`config.mk`:
```
export PLATFORM = sky130hd
export DESIGN_NAME = float_normalize_unit
export DESIGN_NICKNAME = d
export VERILOG_FILES = /design/src/verilog/norm_pkg.sv /design/src/verilog/float_normalize_unit.sv
export SDC_FILE = /design/constraint.sdc
export NUM_CORES = 1
export LEC_CHECK = 0
export BUFFER_PORTS_ARGS = -buffer_cell sky130_fd_sc_hd__buf_2
export CAP_MARGIN = 20
export CELL_PAD_IN_SITES_DETAIL_PLACEMENT = 1
export CELL_PAD_IN_SITES_GLOBAL_PLACEMENT = 1
export CORE_UTILIZATION = 28
export CTS_BUF_LIST = sky130_fd_sc_hd__clkbuf_8 sky130_fd_sc_hd__clkbuf_16
export DETAILED_ROUTE_END_ITERATION = 10
export GPL_ROUTABILITY_DRIVEN = 0
export PLACE_DENSITY = 0.55
export SLEW_MARGIN = 15
export SYNTH_ARGS = -nofsm -noshare
export SYNTH_HDL_FRONTEND = slang
export SYNTH_SLANG_ARGS = --single-unit
```
`constraint.sdc`:
```
create_clock -name clk_sys -period 11.47 [get_ports clk_sys]
set_input_delay 2.294 -clock clk_sys [delete_from_list [all_inputs] [get_ports clk_sys]]
set_output_delay 2.294 -clock clk_sys [all_outputs]
set_load 0.05 [all_outputs]
```
`src/verilog/norm_pkg.sv`:
```
// Constants and carrier types for the floating-point normalize datapath
package norm_pkg;
    // Operand layout
    localparam int WORD_W    = 60;
    localparam int COEF_W    = 48;
    localparam int EXP_W     = 11;
    localparam int CNT_W     = 6;
    localparam int CNTREG_W  = 18;
    localparam int SIGN_BIT  = 59;
    localparam int EXP_LO    = 48;
    localparam int EXP_HI    = 58;
    localparam int CNT_EXT_LO = 6;
    // Count of an all-zero coefficient
    localparam logic [5:0] ZERO_COEF_CNT = 6'h30;
    // Register byte offsets
    localparam logic [7:0] CTRL_OFS   = 8'h00;
    localparam logic [7:0] STATUS_OFS = 8'h04;
    localparam logic [7:0] COUNT_OFS  = 8'h08;
    // Register fields and reset values
    localparam int CTRL_EN_BIT        = 0;
    localparam logic CTRL_EN_RST      = 1'b1;
    localparam int ST_INDEF_BIT       = 0;
    localparam int ST_INF_BIT         = 1;
    localparam int ST_UNDER_BIT       = 2;
    localparam int ST_BUSY_BIT        = 3;

    // Launch request from the issue logic
    typedef struct packed {
        logic              go;
        logic              m0;
        logic [WORD_W-1:0] opnd;
    } launch_t;

    // Second-period results held for the third period
    typedef struct packed {
        logic              go;
        logic              permit;
        logic              round;
        logic              sign;
        logic [WORD_W-1:0] opnd;
        logic              exp10;
        logic [4:0]        exp_hi;
        logic [5:0]        diff_lo;
        logic              borrow;
        logic [CNT_W-1:0]  cnt;
        logic              sh2;
        logic [3:0]        r3_oh;
        logic [3:0]        r4_oh;
        logic              no_shift;
        logic [COEF_W:0]   coef;
    } stage2_t;

    // Results for the destination registers and exit-condition logic
    typedef struct packed {
        logic                result_we;
        logic [WORD_W-1:0]   result;
        logic                sign_ctl;
        logic                count_we;
        logic [CNTREG_W-1:0] count;
        logic                underflow;
        logic                indefinite;
        logic                infinite;
    } result_t;
endpackage

```
`src/verilog/float_normalize_unit.sv`:
```
// Three-period normalize datapath with a small register port
`timescale 1ns/1ns
`default_nettype none

// What this block does
// RL1: Negative operand: invert exponent bits 48 to 58 into biased positive form.
// RL2: Exponent low ten bits all ones means overflow/indefinite; withhold shift permit.
// RL3: Without shift permit, pass operand unchanged and write count zero.
// RL4: Forward operand sign bit 59 to the destination sign control.
// RL5: Round variant sets flag from m0; extra bit below coefficient shifts along.
// RL6: Second period: first exponent subtraction stage of count, gated, registered.
// RL7: Opcode 24 zero coefficient, count 48: block gating, underflow, zeros result.
// RL8: Exponent borrow past range blocks gating and signals underflow, zeros result.
// RL9: Hold launch strobe into third period; enables gating, zeros count bits 6-17.
// RL10: Held strobe, no permit: indefinite if exponent bit 10 clear, else infinite.
// RL11: Third period finishes exponent subtraction; exponent gated in inverted form.
// RL12: Capture coefficient bits 0-47 at issue; invert when sign bit is one.
// RL13: Combinational six-bit count of zeros above the topmost one through bit 47.
// RL14: Second period decodes count into shift controls; register controls and count.
// RL15: Count writeback gate writes six-bit count to count register bits 0-5.
// RL16: Rank one shifts left by one when count bit 0 and permit set.
// RL17: Third period ranks two to four finish; coefficient gated inverted.
// RL18: Issue logic holds instructions whose operand is still reserved as destination.
// RL19: Each instruction completes in three periods; operands taken at issue.
// RL20: Shift coefficient until bit 47 is one; reduce exponent by shift amount.
// RL21: Round variant with zero coefficient gives normalized result and count 48.
module float_normalize_unit (
    // Clock and reset
    input  wire logic                           clk_sys,
    input  wire logic                           rstn,
    // Launch from issue logic
    input  wire norm_pkg::launch_t              launch,
    // Results to destination registers
    output var  norm_pkg::result_t              res,
    // Register port
    input  wire logic [7:0]                     reg_addr,
    input  wire logic [31:0]                    reg_wdata,
    input  wire logic                           reg_wr,
    input  wire logic                           reg_rd,
    output logic      [31:0]                    reg_rdata
);
    // Reset release
    logic                   rst_meta_ff;
    logic                   rst_n_ff;
    // Pipeline state
    norm_pkg::launch_t      in_ff;
    norm_pkg::launch_t      nxt_in;
    norm_pkg::stage2_t      st2_ff;
    norm_pkg::stage2_t      nxt_st2;
    norm_pkg::result_t      res_ff;
    norm_pkg::result_t      nxt_res;
    // Register file state
    logic                   en_ff;
    logic                   nxt_en;
    logic [3:0]             status_ff;
    logic [3:0]             nxt_status;
    logic [5:0]             lastcnt_ff;
    logic [5:0]             nxt_lastcnt;
    logic [31:0]            rdata_ff;
    logic [31:0]            nxt_rdata;
    // Second-period network signals
    logic [10:0]            exp_c;
    logic [47:0]            coef_c;
    logic                   permit_c;
    // Leading-one search chains
    logic [48:0]            one_above;
    logic [48:0][5:0]       cnt_chain;
    logic [5:0]             cnt_c;
    logic [5:0]             cnt_g;
    logic [6:0]             sub_lo;
    // Third-period network signals
    logic [48:0]            sh_a;
    logic [48:0]            sh_b;
    logic [48:0]            sh_c;
    logic [5:0]             sub_hi;
    logic                   underflow_c;
    logic                   gate_c;
    logic [59:0]            pos_word;

    // Reset release through two flops
    // Assertion stays asynchronous so outputs clear without a running clock
    // Release is synchronous so every stage leaves reset on the same edge
    always_ff @(posedge clk_sys or negedge rstn) begin
        if (!rstn) begin
            rst_meta_ff <= 1'b0;
            rst_n_ff    <= 1'b0;
        end else begin
            rst_meta_ff <= 1'b1;
            rst_n_ff    <= rst_meta_ff;
        end
    end

    // First period: take operands when the instruction issues
    // Idle cycles still load the operand; only the go bit marks real work
    // Clearing go while disabled keeps a refused launch out of later stages
    always_comb begin
        nxt_in    = launch;
        // RL19: capture at issue
        nxt_in.go = launch.go & en_ff;
    end

    // Input register stage
    always_ff @(posedge clk_sys or negedge rst_n_ff) begin
        if (!rst_n_ff) begin
            in_ff <= '0;
        end else begin
            in_ff <= nxt_in;
        end
    end

    // Sign correction and special-case test on the captured operand
    always_comb begin
        // RL1: sign-correct exponent
        exp_c  = in_ff.opnd[norm_pkg::EXP_HI:norm_pkg::EXP_LO] ^ {11{in_ff.opnd[norm_pkg::SIGN_BIT]}};
        // RL12: sign-correct coefficient
        coef_c = in_ff.opnd[norm_pkg::COEF_W-1:0] ^ {48{in_ff.opnd[norm_pkg::SIGN_BIT]}};
        // RL2: ones check withholds permit
        permit_c = ~(&exp_c[9:0]);
    end

    // RL13: per-bit search for the topmost one of the coefficient
    // A bit adds 47 minus its position only when no one sits above it
    assign one_above[norm_pkg::COEF_W] = 1'b0;
    assign cnt_chain[norm_pkg::COEF_W] = 6'h00;
    for (genvar gi = 0; gi < norm_pkg::COEF_W; gi++) begin : g_lzc
        logic top_here;
        assign top_here      = coef_c[gi] & ~one_above[gi+1];
        assign one_above[gi] = one_above[gi+1] | coef_c[gi];
        assign cnt_chain[gi] = cnt_chain[gi+1] | (top_here ? 6'(47 - gi) : 6'h00);
    end

    // Count gating and first exponent subtraction stage
    always_comb begin
        // RL13: all-zero coefficient counts every position
        cnt_c  = one_above[0] ? cnt_chain[0] : norm_pkg::ZERO_COEF_CNT;
        // RL6: count gated by permit before the adder
        cnt_g  = permit_c ? cnt_c : 6'h00;
        // Bit 6 of the difference is the borrow into the upper stage
        sub_lo = {1'b0, exp_c[5:0]} - {1'b0, cnt_g};
    end

    // Second period: decode, rank one, partial difference
    // Without permit every rank selects no shift, so a special operand
    // crosses the ranks untouched
    always_comb begin
        nxt_st2          = '0;
        nxt_st2.go       = in_ff.go;
        nxt_st2.permit   = permit_c;
        // RL5: round flag from m0
        nxt_st2.round    = in_ff.m0;
        nxt_st2.sign     = in_ff.opnd[norm_pkg::SIGN_BIT];
        nxt_st2.opnd     = in_ff.opnd;
        nxt_st2.exp10    = exp_c[10];
        nxt_st2.exp_hi   = exp_c[10:6];
        nxt_st2.diff_lo  = sub_lo[5:0];
        nxt_st2.borrow   = sub_lo[6];
        // RL14: decode and hold controls
        nxt_st2.cnt      = cnt_g;
        nxt_st2.no_shift = ~permit_c;
        nxt_st2.sh2      = permit_c & cnt_c[1];
        nxt_st2.r3_oh    = permit_c ? (4'h1 << cnt_c[3:2]) : 4'h1;
        nxt_st2.r4_oh    = permit_c ? (4'h1 << cnt_c[5:4]) : 4'h1;
        // RL16: rank one, round bit below bit 0
        nxt_st2.coef     = (permit_c & cnt_c[0]) ? {coef_c, in_ff.m0} << 1 : {coef_c, in_ff.m0};
    end

    // Second-period register stage
    always_ff @(posedge clk_sys or negedge rst_n_ff) begin
        if (!rst_n_ff) begin
            st2_ff <= '0;
        end else begin
            st2_ff <= nxt_st2;
        end
    end

    // Third period: ranks two to four and exponent completion
    // One-hot rank controls take at most one shift per rank
    // The round bit enters below bit 0 and shifts along; bit 0 of the shifted word drops out of the result
    always_comb begin
        // RL17: remaining shift ranks
        sh_a = st2_ff.sh2 ? st2_ff.coef << 2 : st2_ff.coef;
        sh_b = sh_a;
        if (st2_ff.r3_oh[1]) begin
            sh_b = sh_a << 4;
        end else if (st2_ff.r3_oh[2]) begin
            sh_b = sh_a << 8;
        end else if (st2_ff.r3_oh[3]) begin
            sh_b = sh_a << 12;
        end
        sh_c = sh_b;
        if (st2_ff.r4_oh[1]) begin
            sh_c = sh_b << 16;
        end else if (st2_ff.r4_oh[2]) begin
            sh_c = sh_b << 32;
        end else if (st2_ff.r4_oh[3]) begin
            sh_c = sh_b << 48;
        end
        // RL11: second subtraction stage
        sub_hi = {1'b0, st2_ff.exp_hi} - {5'h00, st2_ff.borrow};
        // A borrow past the top adder bit means the exponent fell below zero
        // RL8: borrow out means complete underflow
        underflow_c = st2_ff.permit & sub_hi[5];
        // RL7: zero coefficient without round
        // RL21: round bit exempts zero coefficient
        if (st2_ff.permit & ~st2_ff.round & (st2_ff.cnt == norm_pkg::ZERO_COEF_CNT)) begin
            underflow_c = 1'b1;
        end
        // RL9: held strobe enables gating
        gate_c = st2_ff.go & st2_ff.permit & ~underflow_c;
        // RL20: normalized word in positive form
        pos_word = {1'b0, sub_hi[4:0], st2_ff.diff_lo, sh_c[48:1]};
    end

    // Result assembly toward the destination registers
    always_comb begin
        nxt_res            = '0;
        nxt_res.result_we  = st2_ff.go;
        // RL4: sign control
        nxt_res.sign_ctl   = st2_ff.sign;
        // Blocked gate leaves zeros unless permit is withheld, as the destination sees on underflow
        if (gate_c) begin
            // RL11: inverted gate, sign control restores positives
            nxt_res.result = ~pos_word ^ {60{~st2_ff.sign}};
        end else if (st2_ff.go & st2_ff.no_shift) begin
            // RL3: pass through unaltered
            nxt_res.result = st2_ff.opnd;
        end
        // RL15: count writeback gate
        nxt_res.count_we   = st2_ff.go;
        // RL9: upper count bits zero; count stands only with its write
        if (st2_ff.go) begin
            nxt_res.count  = {12'h000, st2_ff.cnt};
        end
        nxt_res.underflow  = st2_ff.go & underflow_c;
        // Flags need the held strobe so idle cycles never raise them
        // RL10: exit-condition flags
        nxt_res.indefinite = st2_ff.go & ~st2_ff.exp10 & ~st2_ff.permit;
        nxt_res.infinite   = st2_ff.go & st2_ff.exp10 & ~st2_ff.permit;
    end

    // Result register stage
    always_ff @(posedge clk_sys or negedge rst_n_ff) begin
        if (!rst_n_ff) begin
            res_ff <= '0;
        end else begin
            res_ff <= nxt_res;
        end
    end

    // Outputs come straight from flops
    assign res = res_ff;

    // Register writes, status capture and read mux
    always_comb begin
        nxt_en      = en_ff;
        nxt_status  = status_ff;
        nxt_lastcnt = lastcnt_ff;
        nxt_rdata   = 32'h0000_0000;
        if (reg_wr && reg_addr == norm_pkg::CTRL_OFS) begin
            nxt_en = reg_wdata[norm_pkg::CTRL_EN_BIT];
        end
        // Status follows each completed launch; software sees the last one
        if (nxt_res.result_we) begin
            nxt_status[norm_pkg::ST_INDEF_BIT] = nxt_res.indefinite;
            nxt_status[norm_pkg::ST_INF_BIT]   = nxt_res.infinite;
            nxt_status[norm_pkg::ST_UNDER_BIT] = nxt_res.underflow;
            nxt_lastcnt = nxt_res.count[5:0];
        end
        // Busy covers both internal stages of a launch in flight
        nxt_status[norm_pkg::ST_BUSY_BIT] = in_ff.go | st2_ff.go;
        // Read data is zero outside the answer cycle
        if (reg_rd) begin
            if (reg_addr == norm_pkg::CTRL_OFS) begin
                nxt_rdata[norm_pkg::CTRL_EN_BIT] = en_ff;
            end else if (reg_addr == norm_pkg::STATUS_OFS) begin
                nxt_rdata[3:0] = status_ff;
            end else if (reg_addr == norm_pkg::COUNT_OFS) begin
                nxt_rdata[5:0] = lastcnt_ff;
            end
        end
    end

    // Register file state; enable comes up set so no set-up write is needed
    always_ff @(posedge clk_sys or negedge rst_n_ff) begin
        if (!rst_n_ff) begin
            en_ff      <= norm_pkg::CTRL_EN_RST;
            status_ff  <= 4'h0;
            lastcnt_ff <= 6'h00;
            rdata_ff   <= 32'h0000_0000;
        end else begin
            en_ff      <= nxt_en;
            status_ff  <= nxt_status;
            lastcnt_ff <= nxt_lastcnt;
            rdata_ff   <= nxt_rdata;
        end
    end

    // Read answer straight from its flop
    assign reg_rdata = rdata_ff;
endmodule

`default_nettype wire

```
Word level (Yosys, flattened, before mapping)
Index checks and enable logic that the tools add are counted.

storage, ports and cells
  word-level logic and storage cells = 323
  bits in registers = 306

operators by class
  bitwise operators = 212
  add/sub/neg operators = 2
  reductions and logical operators = 3
  mux-type cells = 69
  shift operators = 2
  equal/unequal tests = 3

operators with widths
  cell                 count
  $mux 49              8
  $mux 6               21
  $mux 60              2
  $or 6x5->6           16
  $or 6x6->6           16
  $mux 5               17
  $and 1x1->1          61
  $not 59->60          1
  $xor 60x60->60       1
  $not 1->1            53
  $or 1x1->1           48
  $or 6x4->6           8
  $xor 48x48->48       1
  $mux 4               11
  $or 6x3->6           4
  $mux 3               4
  $or 6x2->6           2
  $xor 11x11->11       1
  $reduce_and 10->1    1
  $eq 8x3->1 const B   1
  $eq 8x4->1 const B   1
  $logic_not 8->1      1
  $shl 1x2->4 const A  2
  $sub 6x6->7          1
  other kinds (5)      9

Depth between registers and ports, before layout
  word-level depth = 54
  gate-level depth with buffers = 20

Least setup slack after synthesis
OpenSTA, ideal clock, no wires.

  kind = register -> register
  from = register in_ff[59] in the netlist's numbering
  to = register st2_ff[65] in the netlist's numbering
  data required time = 11393 ps
  cell stages (with the launch flop) = 17
  setup slack = 7756 ps
  arrival time = 3636 ps
  path through = dfrtp_1 buf_2 or4_1 o22ai_1 nand2_1 nor4_4 a211oi_1 a41oi_4 buf_6 buf_4 ha_1 fa_1 nor2b_1 o21ai_0 nand2b_1 a21o_1 a21oi_1

RTL lines
  item                      RTL line                     source
  start: declaration        float_normalize_unit.sv:46   norm_pkg::launch_t in_ff;
  start signal: assignment  float_normalize_unit.sv:107  in_ff <= nxt_in;
  end signal: assignment    float_normalize_unit.sv:172  st2_ff <= nxt_st2;
  end: declaration          float_normalize_unit.sv:48   norm_pkg::stage2_t st2_ff;

==> impl_metrics.yaml <==
critical_path:
  crit_chain: "buf_4 > nand4_1 > mux2i_2 > nand4_2 > a2111oi_1 > a211oi_1 > a41oi_4 > buf_4 > mux2i_1 > xnor2_1"
  worstPathRequired_ps: 11860
  reg2reg_from: "in_ff[59]"
  critPathSlowestCell: "a2111oi_1"
  r2r_cells: 10
  crit_type: "reg2reg"
  cpMostUsedCell: "buf_4"
  crit_path_start_kind: "flop"
  cp-end-kind: "flop"
  worst-path-stages: 10
  r2r_slack_ps: 5510
  setup.worst_path.end: "st2_ff[5]"
  crit_arrival_ps: 6350
  worst_path_largest_cell_delay_ps: 1130
  r2r-end: "st2_ff[5]"
  path_delay_family: "compound AO/OA/AOI/OAI gates"
  crit_fanout: 82
  path_buf_inv: 2
  crit_start: "in_ff[59]"
drt:
  vias: 11100
  routedWlPerCell_um: 20.9
  wl_met1_um: 22000
  routed-wl-met2_um: 22100
  drc: 0
  routed_wl_um: 47200
  met3WireLength_um: 1610
  drtIter0Drc: 567
  drtPass1Iterations: 5
  routed_via_density: 4.91
  ant_nets: 0
  top_layer_used: "met4"
logic_synthesis:
  synth_cell_types: 76
  async_flop_share_pct: 100
  synth_edf_count: 0
  synthMuxAreaShare_pct: 8.46
  ys_ff_latch: 289
  ys_top_cells_by_area: "dfrtp_1, mux2i_1, o21ai_0"
  seq_area_frac_synth_pct: 49.1
  netlist_area_mm2: 0.0147
  synth_top_family_by_area: "compound AO/OA/AOI/OAI gates"
  yosysTopAreaCell: "dfrtp_1"
  post_synth_fa_ha_maj_area_fraction_pct: 0.816
  synth-simple-area-share_pct: 14.3
  synth-compound-area-share_pct: 14.6
  syn_inst: 1462
  avgSynthCellArea_um2: 10.1
  synth_xor_area_share_pct: 6.72
  synth_top_cell_area_share_pct: 49.0
  synth-main-ff-cell: "dfrtp_1"
  synth_warnings: 0
sta:
  slew_viol_final: 0
  skew_ps: 27.5
  fin_setup_tns_ps: 0
  worstMarginPinSlew_ps: 1220
  period_share_pct: 51.9
  hold_viol_final: 0
  max_slew_margin_pct: 18.5
  rsz0062_at_grt: "no"
  period_needed_ps: 5960
  fmaxAchievable_mhz: 168
  setup_viol: 0
  timing.hold.ws_ps: 335
global_routing:
  overflow: 0
  grt_pass1_wl_um: 72700
  grt_usage_pct: 17.9
  grt_max_degree: 97
  grt_pass1_vias: 11600
  antenna_found_initial: 0
placement:
  placedCellCount: 2197
  place_hpwl_um: 33900
  io_buffers: 152
flow_run:
  maxCapViolCount: 0
floorplan:
  io_pins: 222
  rows: 83
  die_w_um: 231
  coreArea_mm2: 0.0516
  dieHeight_um: 231
  die_area_mm2: 0.0535
  start_util_pct: 28.5
pwr:
  leakagePower_nw: 7.48
  combPwrFrac_pct: 15.8
  switching_share_pct: 29.4
  p_switching_w: 0.000779
  peakVddDrop_mv: 0.0887
  powerDensity_mw_per_mm2: 156
  p_int_w: 0.00187
  seq_power_share_pct: 43.6
  clock_power_share_pct: 40.6
run_status:
  status: "finished clean"
layout:
  layout-drive-gt1-share_pct: 17.7
  instances_no_fill: 2258
  nNetsFinal: 1668
  area_growth_pct: 15.4
  antenna_cells: 0
hold_path:
  min_path_type: "reg2async"
clocking:
  htree_levels: 2
  cts_root_buf: "clkbuf_16"
  cts_tree: "built"
  path_clk_slew_ps: 60
  cts_hold_buf: 0
  cts_buffers: 34
  cts_max_path_buffers: 3
  post_cts_buffers: 0
  post_cts_resized: 0
  clkLatencyLatePin_ps: 560
  cts.sinks: 289
power groups by stage:
stage	combinational, W	sequential [W]	clock, W
floorplan	0.000308	0.00116	0
global placement	0.000414	0.00117	0
detailed placement	0.000420	0.00117	0
CTS	0.000422	0.00115	0.00111
global route	0.000462	0.00116	0.00115
finish	0.000419	0.00115	0.00108
cell usage after synthesis, drive strengths merged, types with 14 or more instances:
cell type,n
dfrtp,288
o21ai,143
nand2,134
mux2i,88
nand3,84
clkbuf,79
buf,74
xnor2,60
nor2,53
xor2,53
nor2b,38
a21oi,37
mux2,28
nor3,24
inv,23
nand2b,17
and2,15
a211oi,14
a221oi,14
o211ai,14
cells by family (layout without fill, tap and decap cells):
| kind of cell | count (synthesis) | in the layout |
|---|---|---|
| AO/OA/AOI/OAI | 332 | 332 |
| XOR/XNOR | 113 | 113 |
| adder cells (fa/ha/maj) | 9 | 9 |
| buffers and inverters | 176 | 255 |
| flip-flops | 289 | 289 |
| multiplexers | 118 | 118 |
| other | 2 | 39 |
| AND/OR/NAND/NOR | 423 | 423 |
final cells by class:
class                   count  area (um2)
multi-input cells        1034        6780
inverters                  23        86.3
clock buffers              40         933
clock inverters            21         183
repair buffers            171         903
well taps                 680         851
fillers                  5825       34600
flip-flops and latches    289        7250
worst reg2reg max path, delay by kind of cell, from the launching register on:
kind	cells	cell delay, ps
AOI/OAI and AO/OA	3	1710
buffers and inverters	2	1540
DFF	1	1000
and+or+nand+nor	2	740
muxes	2	730
xor gates and xnor gates	1	90
state kept, by name, indices dropped and copies added (netlist names):
| name | cells |
|---|---|
| en_ff | 1 |
| in_ff | 62 |
| lastcnt_ff | 6 |
| nxt_res | 1 |
| pos_word | 6 |
| reg_rdata | 6 |
| res | 71 |
| rst_meta_ff | 1 |
| rst_n_ff | 1 |
| st2_ff | 130 |
| status_ff | 4 |
stage by stage:
stage / total power, W / area [um2] / setup slack [ps] / util (%)
global placement: 0.00158 / 15900 / 5770 / 30.7
detailed placement: 0.00159 / 15900 / 5590 / 30.7
global route: 0.00277 / 17000 / 5210 / 32.9
floorplan: 0.00146 / 14900 / 2820 / -
CTS: 0.00269 / 17000 / 5580 / 32.9
finish: 0.00265 / 17000 / 5510 / 32.9
worst min-delay path by stage:
stage,to,startpoint,cells after the start
after floorplan,rst_n_ff,rst_meta_ff,0
after global placement,rst_n_ff,rst_meta_ff,0
after global routing,rst_n_ff,rst_meta_ff,0
after CTS,rst_n_ff,rst_meta_ff,0
final,pos_word[50],rst_n_ff,0
after detailed placement,rst_n_ff,rst_meta_ff,0
cells in the final DEF, fill, tap and decap left out, drive strengths merged, types with 9 or more instances in the layout:
cell | Yosys | routed
dfrtp | 288 | 288
buf | 74 | 171
o21ai | 143 | 143
nand2 | 134 | 134
mux2i | 88 | 88
nand3 | 84 | 84
xnor2 | 60 | 60
nor2 | 53 | 53
xor2 | 53 | 53
clkbuf | 79 | 40
conb | 2 | 39
nor2b | 38 | 38
a21oi | 37 | 37
inv | 23 | 31
mux2 | 28 | 28
nor3 | 24 | 24
nand2b | 17 | 17
and2 | 15 | 15
a221oi | 14 | 14
a211oi | 14 | 14
o211ai | 14 | 14
a21o | 12 | 12
o21bai | 12 | 12
a31oi | 10 | 10
o22ai | 10 | 10
and3 | 9 | 9
o2bb2a | 9 | 9
clkinv | 0 | 9
metal layers:
layer	track usage (%)	up-vias
met3	2.13	74
li1	-	5223
met5	0	-
met1	25.0	5609
met4	7.00	0
met2	28.2	192
Power figures use the tool's default switching activity.
